### config.mk
export PLATFORM = sky130hd
export DESIGN_NAME = pattern_match_interrupt
export DESIGN_NICKNAME = d
export VERILOG_FILES = /design/src/common/match_pkg.sv /design/src/hdl/match_persist.sv /design/src/hdl/pattern_match_interrupt.sv
export SDC_FILE = /design/constraint.sdc
export NUM_CORES = 1
export LEC_CHECK = 0
export BUFFER_PORTS_ARGS = -buffer_cell sky130_fd_sc_hd__buf_2
export CELL_PAD_IN_SITES_DETAIL_PLACEMENT = 0
export CELL_PAD_IN_SITES_GLOBAL_PLACEMENT = 1
export CORE_MARGIN = 5
export CORE_UTILIZATION = 42
export CTS_CLUSTER_SIZE = 28
export DETAILED_ROUTE_END_ITERATION = 7
export GPL_TIMING_DRIVEN = 0
export PLACE_DENSITY_LB_ADDON = 0.1
export SLEW_MARGIN = 20
export SYNTH_ARGS = -nofsm -noshare
export SYNTH_HDL_FRONTEND = slang
export SYNTH_SLANG_ARGS = --single-unit
### constraint.sdc
create_clock -name clk_sys_in -period 2.1 [get_ports clk_sys_in]
set_input_delay 0.315 -clock clk_sys_in [delete_from_list [all_inputs] [get_ports clk_sys_in]]
set_output_delay 0.315 -clock clk_sys_in [all_outputs]
set_load 0.05 [all_outputs]
### src/common/match_pkg.sv
package match_pkg;

	// Register offsets on the plain register port
	localparam logic [3:0] OFS_CONTROL  = 4'h0;
	localparam logic [3:0] OFS_MASK     = 4'h1;
	localparam logic [3:0] OFS_PATTERN  = 4'h2;
	localparam logic [3:0] OFS_STATUS   = 4'h3;
	localparam logic [3:0] OFS_IRQ_MASK = 4'h4;

	// Control register fields
	localparam int CTL_FLAG_BIT   = 0;
	localparam int CTL_SENSE_BIT  = 1;
	localparam int CTL_ACTIVE_BIT = 2;
	localparam int CTL_IRQ_EN_BIT = 3;

	// Status register fields
	localparam int STS_MATCH_BIT = 0;
	localparam int STS_WAKE_BIT  = 1;

	// Reset values
	localparam logic [7:0] MASK_RST    = 8'h00;
	localparam logic [7:0] PATTERN_RST = 8'hff;
	localparam logic [3:0] CONTROL_RST = 4'h0;

	// Timing: condition must persist more than six cpu clocks
	localparam int HOLD_CYCLES = 6;
	localparam int PERSIST_CNT = HOLD_CYCLES + 1;

	// Power states of the processor
	typedef enum logic [1:0] {
		PWR_RUN,
		PWR_IDLE,
		PWR_DOWN
	} power_e;

	// Register port request
	typedef struct packed {
		logic       wr;
		logic       rd;
		logic [3:0] addr;
		logic [7:0] wdata;
	} reg_req_s;

	// Settings the comparator needs
	typedef struct packed {
		logic [7:0] mask;
		logic [7:0] pattern;
		logic       sense;
	} cmp_cfg_s;

endpackage

### src/hdl/match_persist.sv
`timescale 1ns/1ps

// Compares masked port with pattern and filters short matches
module match_persist
	import match_pkg::*;
#(
	parameter int WIDTH = 8,
	parameter int COUNT = PERSIST_CNT
) (
	// Clock and reset
	input  wire logic             clk_sys_in,
	input  wire logic             rstn_in,
	// Configuration and port
	input  wire logic             enable_in,
	input  wire cmp_cfg_s         cfg_in,
	input  wire logic [WIDTH-1:0] port_in,
	// Result
	output logic                  hit_out,
	output logic                  cond_out
);

	logic [3:0] run_r;
	logic       cond;

	function automatic logic masked_equal(input logic [7:0] p, input logic [7:0] t,
		input logic [7:0] m);
		masked_equal = ((p ^ t) & m) == 8'h00;
	endfunction

	always_comb begin
		cond = masked_equal(port_in, cfg_in.pattern, cfg_in.mask) ^ cfg_in.sense;
	end

	always_ff @(posedge clk_sys_in) begin
		if (!rstn_in || !enable_in || !cond) begin
			run_r <= 4'h0;
		end else if (run_r != 4'(COUNT)) begin
			run_r <= run_r + 4'h1;
		end
	end

	// Hit one count before saturation, i.e. condition held > six cycles
	assign hit_out  = enable_in && cond && (run_r >= 4'(COUNT - 1));
	assign cond_out = cond;

	// no hit before seven matching cycles
	short_match_a: assert property (@(posedge clk_sys_in) disable iff (!rstn_in)
		hit_out |-> $past(cond_out, 6) && $past(enable_in, 6))
		else $error("hit without persistent match");

endmodule

### src/hdl/pattern_match_interrupt.sv
// The implementer's own choices: the register offsets and the plain strobed port.
`timescale 1ns/1ps

// Notes on behaviour
// - Per-pin mask selects pins; unselected pins never cause a match.
// - Software-written pattern is compared against the current port value.
// - Sense bit clear means equal, set means not equal.
// - Match flag sets when the condition holds while the function is active.
// - Match interrupt from the flag only when enabled; irq_out still follows status and its mask.
// - Pattern all ones with not-equal sense: any selected low pin matches.
// - Match interrupt wakes the processor from idle and power-down.
// - Flag sets only after the condition persists more than six cycles.
module pattern_match_interrupt
	import match_pkg::*;
#(
	parameter int WIDTH = 8
) (
	// Clock and reset
	input  wire logic             clk_sys_in,
	input  wire logic             rstn_in,
	// Register port
	input  wire logic [3:0]       addr_in,
	input  wire logic [7:0]       wdata_in,
	input  wire logic             wr_in,
	input  wire logic             rd_in,
	output logic      [7:0]       rdata_out,
	// Port pins and power state
	input  wire logic [WIDTH-1:0] port_in,
	input  wire logic             idle_in,
	input  wire logic             powerdown_in,
	// Interrupt and wake
	output logic                  irq_out,
	output logic                  match_irq_out,
	output logic                  wake_out
);

	reg_req_s   req;
	cmp_cfg_s   cfg;
	power_e     pwr;
	logic [7:0] pin_select_mask_r;
	logic [7:0] match_pattern_r;
	logic       match_flag_r;
	logic       match_sense_select_r;
	logic       active_r;
	logic       irq_en_r;
	logic [1:0] status_r;
	logic [1:0] irq_mask_r;
	logic       hit;
	logic       cond;
	logic       flag_clr;
	logic       wake_evt;
	logic [3:0] run_chk_r;

	// Bundle the port request
	assign req = '{wr: wr_in, rd: rd_in, addr: addr_in, wdata: wdata_in};

	function automatic logic sel(input reg_req_s r, input logic [3:0] ofs);
		sel = r.wr && (r.addr == ofs);
	endfunction

	// Power state decode, power-down wins over idle
	always_comb begin
		if (powerdown_in) begin
			pwr = PWR_DOWN;
		end else if (idle_in) begin
			pwr = PWR_IDLE;
		end else begin
			pwr = PWR_RUN;
		end
	end

	always_ff @(posedge clk_sys_in) begin
		if (!rstn_in) begin
			pin_select_mask_r <= MASK_RST;
		end else if (sel(req, OFS_MASK)) begin
			pin_select_mask_r <= req.wdata;
		end
	end

	always_ff @(posedge clk_sys_in) begin
		if (!rstn_in) begin
			match_pattern_r <= PATTERN_RST;
		end else if (sel(req, OFS_PATTERN)) begin
			match_pattern_r <= req.wdata;
		end
	end

	// Control bits other than the flag
	always_ff @(posedge clk_sys_in) begin
		if (!rstn_in) begin
			match_sense_select_r <= CONTROL_RST[CTL_SENSE_BIT];
			active_r             <= CONTROL_RST[CTL_ACTIVE_BIT];
			irq_en_r             <= CONTROL_RST[CTL_IRQ_EN_BIT];
		end else if (sel(req, OFS_CONTROL)) begin
			match_sense_select_r <= req.wdata[CTL_SENSE_BIT];
			active_r             <= req.wdata[CTL_ACTIVE_BIT];
			irq_en_r             <= req.wdata[CTL_IRQ_EN_BIT];
		end
	end

	// all-ones pattern with not-equal sense falls out of the compare
	assign cfg = '{mask: pin_select_mask_r, pattern: match_pattern_r,
		sense: match_sense_select_r};

	match_persist #(
		.WIDTH (WIDTH),
		.COUNT (PERSIST_CNT)
	) u_persist (
		.clk_sys_in (clk_sys_in),
		.rstn_in    (rstn_in),
		.enable_in  (active_r),
		.cfg_in     (cfg),
		.port_in    (port_in),
		.hit_out    (hit),
		.cond_out   (cond)
	);

	// Software clears the flag by writing zero to its control bit
	assign flag_clr = sel(req, OFS_CONTROL) && !req.wdata[CTL_FLAG_BIT];

	// sticky; set wins over a simultaneous clear
	// A match that lands in the clear cycle is never lost
	always_ff @(posedge clk_sys_in) begin
		if (!rstn_in) begin
			match_flag_r <= CONTROL_RST[CTL_FLAG_BIT];
		end else if (hit) begin
			match_flag_r <= 1'b1;
		end else if (flag_clr) begin
			match_flag_r <= 1'b0;
		end
	end

	assign match_irq_out = match_flag_r && irq_en_r;

	assign wake_evt = match_irq_out && (pwr != PWR_RUN);
	assign wake_out = wake_evt;

	// Sticky status, write one to clear; new events win
	always_ff @(posedge clk_sys_in) begin
		if (!rstn_in) begin
			status_r <= 2'h0;
		end else begin
			for (int i = 0; i < 2; i++) begin
				if ((i == STS_MATCH_BIT && hit) || (i == STS_WAKE_BIT && wake_evt)) begin
					status_r[i] <= 1'b1;
				end else if (sel(req, OFS_STATUS) && req.wdata[i]) begin
					status_r[i] <= 1'b0;
				end
			end
		end
	end

	// Interrupt mask, same layout as status
	always_ff @(posedge clk_sys_in) begin
		if (!rstn_in) begin
			irq_mask_r <= 2'h0;
		end else if (sel(req, OFS_IRQ_MASK)) begin
			irq_mask_r <= req.wdata[1:0];
		end
	end

	assign irq_out = |(status_r & irq_mask_r);

	// Read data one cycle after the strobe; unmapped reads zero
	always_ff @(posedge clk_sys_in) begin
		if (!rstn_in) begin
			rdata_out <= 8'h00;
		end else if (req.rd) begin
			case (req.addr)
				OFS_CONTROL:  rdata_out <= {4'h0, irq_en_r, active_r,
					match_sense_select_r, match_flag_r};
				OFS_MASK:     rdata_out <= pin_select_mask_r;
				OFS_PATTERN:  rdata_out <= match_pattern_r;
				OFS_STATUS:   rdata_out <= {6'h00, status_r};
				OFS_IRQ_MASK: rdata_out <= {6'h00, irq_mask_r};
				default:      rdata_out <= 8'h00;
			endcase
		end else begin
			rdata_out <= 8'h00;
		end
	end

	// checker run count
	// Kept apart from the filter so the checks do not reuse its counter
	always_ff @(posedge clk_sys_in) begin
		if (!rstn_in || !active_r || !cond) begin
			run_chk_r <= 4'h0;
		end else if (run_chk_r != 4'hf) begin
			run_chk_r <= run_chk_r + 4'h1;
		end
	end

	unselected_pins_a: assert property (@(posedge clk_sys_in) disable iff (!rstn_in)
		(active_r && $stable(pin_select_mask_r) && $stable(match_pattern_r) &&
			$stable(match_sense_select_r) &&
			((port_in ^ $past(port_in)) & pin_select_mask_r) == 8'h00) |-> $stable(cond))
		else $error("unselected pin changed condition");

	mask_read_a: assert property (@(posedge clk_sys_in) disable iff (!rstn_in)
		(rd_in && addr_in == OFS_MASK && !wr_in) |=>
			rdata_out == $past(pin_select_mask_r))
		else $error("mask readback wrong");

	flag_set_a: assert property (@(posedge clk_sys_in) disable iff (!rstn_in)
		hit |=> match_flag_r)
		else $error("flag not set after match");

	// flag rises only after seven matching cycles
	flag_persist_a: assert property (@(posedge clk_sys_in) disable iff (!rstn_in)
		$rose(match_flag_r) |-> $past(cond, 7) && $past(cond, 1))
		else $error("flag set without persistence");

	flag_sticky_a: assert property (@(posedge clk_sys_in) disable iff (!rstn_in)
		(match_flag_r && !flag_clr) |=> match_flag_r)
		else $error("flag dropped without clear");

	irq_gate_a: assert property (@(posedge clk_sys_in) disable iff (!rstn_in)
		match_irq_out |-> (irq_en_r && match_flag_r))
		else $error("irq without enable");

	// wake in low power when irq pending
	wake_low_a: assert property (@(posedge clk_sys_in) disable iff (!rstn_in)
		(match_irq_out && (idle_in || powerdown_in)) |-> wake_out)
		else $error("no wake in low power");

	equal_sense_a: assert property (@(posedge clk_sys_in) disable iff (!rstn_in)
		!match_sense_select_r |-> (cond ==
			(((port_in ^ match_pattern_r) & pin_select_mask_r) == 8'h00)))
		else $error("equal sense wrong");

	// keypad mode any selected low pin matches
	keypad_low_a: assert property (@(posedge clk_sys_in) disable iff (!rstn_in)
		(match_sense_select_r && match_pattern_r == 8'hff &&
			(~port_in & pin_select_mask_r) != 8'h00) |-> cond)
		else $error("keypad low pin missed");

	// read of pattern returns stored value
	pattern_read_a: assert property (@(posedge clk_sys_in) disable iff (!rstn_in)
		(rd_in && addr_in == OFS_PATTERN && !wr_in) |=> rdata_out == $past(match_pattern_r))
		else $error("pattern readback wrong");

	pattern_write_a: assert property (@(posedge clk_sys_in) disable iff (!rstn_in)
		(wr_in && addr_in == OFS_PATTERN) |=> match_pattern_r == $past(wdata_in))
		else $error("pattern write lost");

	mask_write_a: assert property (@(posedge clk_sys_in) disable iff (!rstn_in)
		(wr_in && addr_in == OFS_MASK) |=> pin_select_mask_r == $past(wdata_in))
		else $error("mask write lost");

	not_equal_sense_a: assert property (@(posedge clk_sys_in) disable iff (!rstn_in)
		match_sense_select_r |-> (cond ==
			(((port_in ^ match_pattern_r) & pin_select_mask_r) != 8'h00)))
		else $error("not-equal sense wrong");

	sense_read_a: assert property (@(posedge clk_sys_in) disable iff (!rstn_in)
		(rd_in && addr_in == OFS_CONTROL && !wr_in) |=>
			rdata_out[CTL_SENSE_BIT] == $past(match_sense_select_r))
		else $error("sense readback wrong");

	inactive_hold_a: assert property (@(posedge clk_sys_in) disable iff (!rstn_in)
		!active_r |=> !$rose(match_flag_r))
		else $error("flag set while inactive");

	status_match_a: assert property (@(posedge clk_sys_in) disable iff (!rstn_in)
		hit |=> status_r[STS_MATCH_BIT])
		else $error("match event not recorded");

	ctl_read_a: assert property (@(posedge clk_sys_in) disable iff (!rstn_in)
		(rd_in && addr_in == OFS_CONTROL && !wr_in) |=>
			rdata_out[CTL_FLAG_BIT] == $past(match_flag_r))
		else $error("flag readback wrong");

	irq_off_a: assert property (@(posedge clk_sys_in) disable iff (!rstn_in)
		!irq_en_r |-> !match_irq_out)
		else $error("match irq while disabled");

	irq_status_a: assert property (@(posedge clk_sys_in) disable iff (!rstn_in)
		(status_r[STS_MATCH_BIT] && irq_mask_r[STS_MATCH_BIT]) |-> irq_out)
		else $error("unmasked event without irq");

	irq_en_read_a: assert property (@(posedge clk_sys_in) disable iff (!rstn_in)
		(rd_in && addr_in == OFS_CONTROL && !wr_in) |=>
			rdata_out[CTL_IRQ_EN_BIT] == $past(irq_en_r))
		else $error("enable readback wrong");

	// in keypad mode all selected pins high never match
	keypad_high_a: assert property (@(posedge clk_sys_in) disable iff (!rstn_in)
		(match_sense_select_r && match_pattern_r == 8'hff &&
			(~port_in & pin_select_mask_r) == 8'h00) |-> !cond)
		else $error("keypad match with no pin low");

	wake_run_a: assert property (@(posedge clk_sys_in) disable iff (!rstn_in)
		!(idle_in || powerdown_in) |-> !wake_out)
		else $error("wake while running");

	wake_status_a: assert property (@(posedge clk_sys_in) disable iff (!rstn_in)
		wake_out |=> status_r[STS_WAKE_BIT])
		else $error("wake event not recorded");

	persist_run_a: assert property (@(posedge clk_sys_in) disable iff (!rstn_in)
		$rose(match_flag_r) |-> $past(run_chk_r) >= 4'(HOLD_CYCLES))
		else $error("flag rose too early");

	persist_set_a: assert property (@(posedge clk_sys_in) disable iff (!rstn_in)
		(active_r && cond && run_chk_r == 4'(HOLD_CYCLES)) |=> match_flag_r)
		else $error("persistent match missed");

	flag_clear_a: assert property (@(posedge clk_sys_in) disable iff (!rstn_in)
		(flag_clr && !hit) |=> !match_flag_r)
		else $error("flag clear ignored");

	status_clear_a: assert property (@(posedge clk_sys_in) disable iff (!rstn_in)
		(wr_in && addr_in == OFS_STATUS && wdata_in[STS_MATCH_BIT] && !hit) |=>
			!status_r[STS_MATCH_BIT])
		else $error("status clear ignored");

endmodule

=== Yosys cells after proc, flatten, opt, wreduce, memory -nomap -nowiden ===
Cells that the tools add are included.

* Reductions and logical operators: 26
* Equal/unequal tests: 5
* Bitwise logic cells: 4
* Mux-type cells: 9
* Add/sub/neg operators: 1
* Magnitude comparators: 1

{| class="wikitable"
|+ Operator list
! operator !! number
|-
| one-hot mux 8 bit (5 select lines) || 1
|-
| logical AND 1 bit || 12
|-
| AND 8 bit || 1
|-
| == test 4 x 2 -> 1 bit (second input constant) || 2
|-
| logical NOT 8 bit || 1
|-
| nonzero test 2 bit || 4
|-
| XOR 8 bit || 1
|-
| two-way mux 1 bit || 7
|-
| adder 4 x 1 -> 4 bit (second input constant) || 1
|-
| == test 4 x 1 -> 1 bit (second input constant) || 1
|-
| == test 4 x 3 -> 1 bit (second input constant) || 1
|-
| greater-or-equal comparator 4 x 3 -> 1 bit (second input constant) || 1
|-
| logical NOT 1 bit || 4
|-
| logical NOT 4 bit || 1
|-
| != test 4 x 3 -> 1 bit (second input constant) || 1
|-
| AND 2 bit || 1
|-
| logical OR 1 bit || 2
|-
| two-way mux 2 bit || 1
|-
| AND reduction 2 bit || 1
|-
| OR reduction 2 bit || 1
|-
| XOR 1 bit || 1
|}

* Word-level logic and storage cells: 57
* Output and inout bits: 11
* Bits in registers: 36

=== Depth between registers and ports, before layout ===
* Depth after elaboration: 7
* Mapped depth: 6
* Mapped depth without buffers: 5

=== Cells and area by module ===
Synthesis repeated with hierarchy kept, for this count alone.

* Cells, all modules: 211
* Area, all modules: 1845.5 µm²

{| class="wikitable"
|+ Modules (own cells, without submodules)
! module !! cells each !! times used !! area an instance (µm²) !! sequential area each (µm²)
|-
| pattern_match_interrupt || 160 || 1 || 1420.1 || 640.6
|-
| match_persist || 51 || 1 || 425.4 || 80.1
|}

=== Worst setup path before layout ===
Ideal clock, no wire load.

* Kind: reg2out
* Start: reg match_flag_r
* End: out wake_out
* Arrival time: 1275 ps
* Buffers on the path: 0
* Stages on the path, launching flop included: 3
* Path slack: 510 ps
* Cells stage by stage: dfxtp_1 > and2_1 > o21a_1

* Longest elaborated chain between the ends: 2

{| class="wikitable"
|+ RTL lines
! what !! line !! RTL
|-
| start: declaration || pattern_match_interrupt.sv:42 || <nowiki>logic match_flag_r;</nowiki>
|-
| start signal: assignment || pattern_match_interrupt.sv:125 || <nowiki>match_flag_r <= CONTROL_RST[CTL_FLAG_BIT];</nowiki>
|-
| logical AND 1 bit || pattern_match_interrupt.sv:133 || <nowiki>assign match_irq_out = match_flag_r && irq_en_r;</nowiki>
|-
| net match_irq_out || pattern_match_interrupt.sv:33 || <nowiki>output logic match_irq_out,</nowiki>
|-
| logical AND 1 bit || pattern_match_interrupt.sv:135 || <nowiki>assign wake_evt = match_irq_out && (pwr != PWR_RUN);</nowiki>
|-
| end: declaration || pattern_match_interrupt.sv:34 || <nowiki>output logic wake_out</nowiki>
|}

The timed path passes the listed nets, and every way through them passes these cells.

=== Worst setup path in the final report ===
* Start: reg match_pattern_r[0]
* End: reg match_flag_r

* Longest elaborated chain between the ends: 7

{| class="wikitable"
|+ RTL lines
! what !! line !! RTL
|-
| start: declaration || pattern_match_interrupt.sv:41 || <nowiki>logic [7:0] match_pattern_r;</nowiki>
|-
| start signal: assignment || pattern_match_interrupt.sv:84 || <nowiki>match_pattern_r <= req.wdata;</nowiki>
|-
| XOR 8 bit (*) || match_persist.sv:27 || <nowiki>masked_equal = ((p ^ t) & m) == 8'h00;</nowiki>
|-
| AND 8 bit (*) || match_persist.sv:27 ||
|-
| logical NOT 8 bit (*) || match_persist.sv:27 ||
|-
| XOR 1 bit (*) || match_persist.sv:31 || <nowiki>cond = masked_equal(port_in, cfg_in.pattern, cfg_in.mask) ^ cfg_in.sense;</nowiki>
|-
| logical AND 1 bit (*) (2 in series) || match_persist.sv:43 || <nowiki>assign hit_out = enable_in && cond && (run_r >= 4'(COUNT - 1));</nowiki>
|-
| two-way mux 1 bit / nonzero test 2 bit (equally long branches) || n/a ||
|}

Every way passes the cells marked *; elsewhere a longest branch is shown, timed or not.
A chain may end at the register's enable or synchronous reset.

==> qor.yml <==
synth_fp_nets: 219
fmax_mhz: 608
synth_edf_count: 0
cts_sinks: 36
fillers: 390
setup_viol_count_final: 0
postRouteAntennaNets: 0
htree_levels: 2
die_h_um: 72.4
clock_power_share: 0.370
vias: 1486
diodes: 0
track_usage: 0.161
finalCritPeriodShare: 0.783
avgSynthCellArea_um2: 8.56
powerDensity_nw_per_um2: 661
drt_iter0_markers: 90
drc_errors: 0
drv_cap: 0
seq_area_frac_synth: 0.441
core-area_um2: 3720
drive_gt1_frac: 0.226
antenna_found_initial: 0
drt-wirelength-per-cell_um: 14.7
io_buffers: 36
p_leak_nw: 0.789
post_cts_buffers: 0
root_buffer: "clkbuf_8"
grt_pass1_vias: 1366
dieArea_um2: 5240
cts_buffers: 5
cp.required_ps: 2250
synth_area_um2: 1640
multi_input_area_um2: 871
grt_max_degree: 13
finalHoldViolCount: 0
cts_buffer_depth: 2
power_frac_comb: 0.093
pre_cts_ws_ps: 381
async_flop_share: 0
routed_via_density: 5.25
hold_depth: 3
ff2ff_setup_slack_ps: 450
nets: 262
dp.final_hpwl_mm: 3.21
worstReg2RegStart: "match_pattern_r[0]"
status: "finished, final reports clean"
reg2reg_to: "match_flag_r"
worstSetupEndpointType: "flip-flop"
fin_skew_ps: 5.27
synth_top_area_frac: 0.441
rsz0062_at_grt: "false"
post_cts_resized: 0
ys_ff_latch: 36
slew_violations: 0
ir_drop_uv: 368
synth-main-ff-cell: "dfxtp_1"
synth_top_area_cell: "dfxtp_1"
seq_area_um2: 721
p_int_uw: 970
yosysWarnings: 0
slew-limit-headroom: 0.657
holdPathEnd: "match_pattern_r[4]"
grt_pass1_wl_mm: 6.52
timing.final.ws_setup_ps: 455
setup_tns_ps: 0
io_pins: 37
wl_mm: 4.17
start_kind: "flip-flop"
synth_common_cells: "36 x dfxtp_1, 31 x nand2_1, 22 x nand3_1"
synth.most_common_cell: "dfxtp_1"
gp_congestion: 0.779
die_w_um: 72.4
criticalPathCategory: "flip-flop to flip-flop"
yosysUniqueCellTypes: 32
overflow: 0
hold_class: "input pin to flip-flop"
cts_tree: "done"
power.switching_uw: 328
synth.area.top_cells: "dfxtp_1 44%, nand2_1 7.1%, nand3_1 6.7%, xor2_1 4.8%, a21boi_0 4.6%"
p_sw_frac: 0.253
drtPass1Iterations: 4
hold_start: "wdata_in[4]"
area_growth_pct: 20.0
p_seq_frac: 0.537
rows: 22
clk_pin_slew_ps: 70
initial_core_util: 0.440
clock_latency_ps: 280
cp_max_fo: 6
worst_slew_pin_slew_ps: 514
period_needed_ps: 1650
cts_hold_buf: 0
syn_inst: 191
worstPathArrival_ps: 1800
worst_r2r_path_depth: 5
==> kinds of logic (layout without fill, tap and decap cells) <==
group / Yosys count / count (layout) / synth area share
AO/OA/AOI/OAI: 37 / 37 / 0.168
XOR/XNOR: 10 / 10 / 0.0536
adder cells (fa/ha/maj): 2 / 2 / 0.0153
buffers and inverters: 10 / 54 / 0.0268
flip-flops: 36 / 36 / 0.441
multiplexers: 6 / 6 / 0.0367
AND/OR/NAND/NOR: 90 / 90 / 0.259
==> area by class of cell <==
type	instances	area share
plain buffers	9	0.0204
clock buffers	5	0.0351
clock inverters	3	0.00956
inverters	1	0.00191
multi-input cells	145	0.444
flip-flops and latches	36	0.367
well taps	48	0.0306
repair buffers	36	0.0918
==> worst max path at each step <==
stage                                   from           end  slack [ps]  cells past startpoint
after floorplan                 match_flag_r      wake_out         510                      2
after global placement            port_in[4]   status_r[0]         420                      6
after detailed placement          port_in[0]  match_flag_r         380                      6
after CTS                 match_pattern_r[0]  match_flag_r         430                      5
after global routing      match_pattern_r[0]   status_r[0]         320                      5
final                     match_pattern_r[0]  match_flag_r         450                      5
==> power by group through the flow <==
stage          clock network [mW]  logic, mW  registers (mW)
5_1_grt                     0.528      0.132           0.697
6_report                    0.480      0.121           0.697
3_5_place_dp                    0      0.121           0.713
4_1_cts                     0.495      0.121           0.697
3_3_place_gp                    0      0.117           0.712
2_1_floorplan                   0     0.0613           0.717
==> layout by cell type, fill, tap and decap left out, types with 2 or more instances in the layout <==
cell / n
buf_2: 41
dfxtp_1: 36
nand2_1: 31
nand3_1: 22
nor2_1: 15
a22oi_1: 10
a21boi_0: 10
xor2_1: 9
nor2b_1: 7
mux2i_1: 6
clkbuf_8: 5
clkbuf_1: 4
a21oi_1: 4
nor3_1: 4
nand4_1: 3
and2_1: 2
o21a_1: 2
o31ai_1: 2
nand3b_1: 2
a31oi_1: 2
o22a_1: 2
ha_1: 2
clkinv_2: 2
==> metrics by stage <==
stage / hold WS [ps] / utilization / instances / area (µm²) / total power, mW
finish: 251 / 0.528 / 283 / 1960 / 1.30
global route: 251 / 0.528 / 283 / 1960 / 1.36
CTS: 243 / 0.528 / 283 / 1960 / 1.31
detailed placement: 479 / 0.505 / 275 / 1880 / 0.834
global placement: 470 / 0.505 / 275 / 1880 / 0.830
floorplan: 439 / - / 191 / 1640 / 0.778
==> worst max-delay path, cell delays in order (launching register included) <==
cell     delay (ps)
dfxtp_1         340
xor2_1          180
a22oi_1         230
nand4_1         160
xor2_1          440
o31ai_1         160
==> metal layers <==
metal  share of wire  global-route usage  wire (µm)
met2            0.47               0.244       1940
met4           0.011              0.0615         44
met5               0                   0          0
met1            0.46               0.222       1910
met3           0.065              0.0346        270
==> flip-flops by register name, summed over array words and instances (netlist names) <==
name,cells
match_pattern_r,8
active_r,1
u_persist.run_r,4
match_flag_r,1
irq_en_r,1
match_sense_select_r,1
status_r,2
pin_select_mask_r,8
irq_mask_r,2
rdata_out,8
No activity file was read; power rests on OpenSTA's default activity.
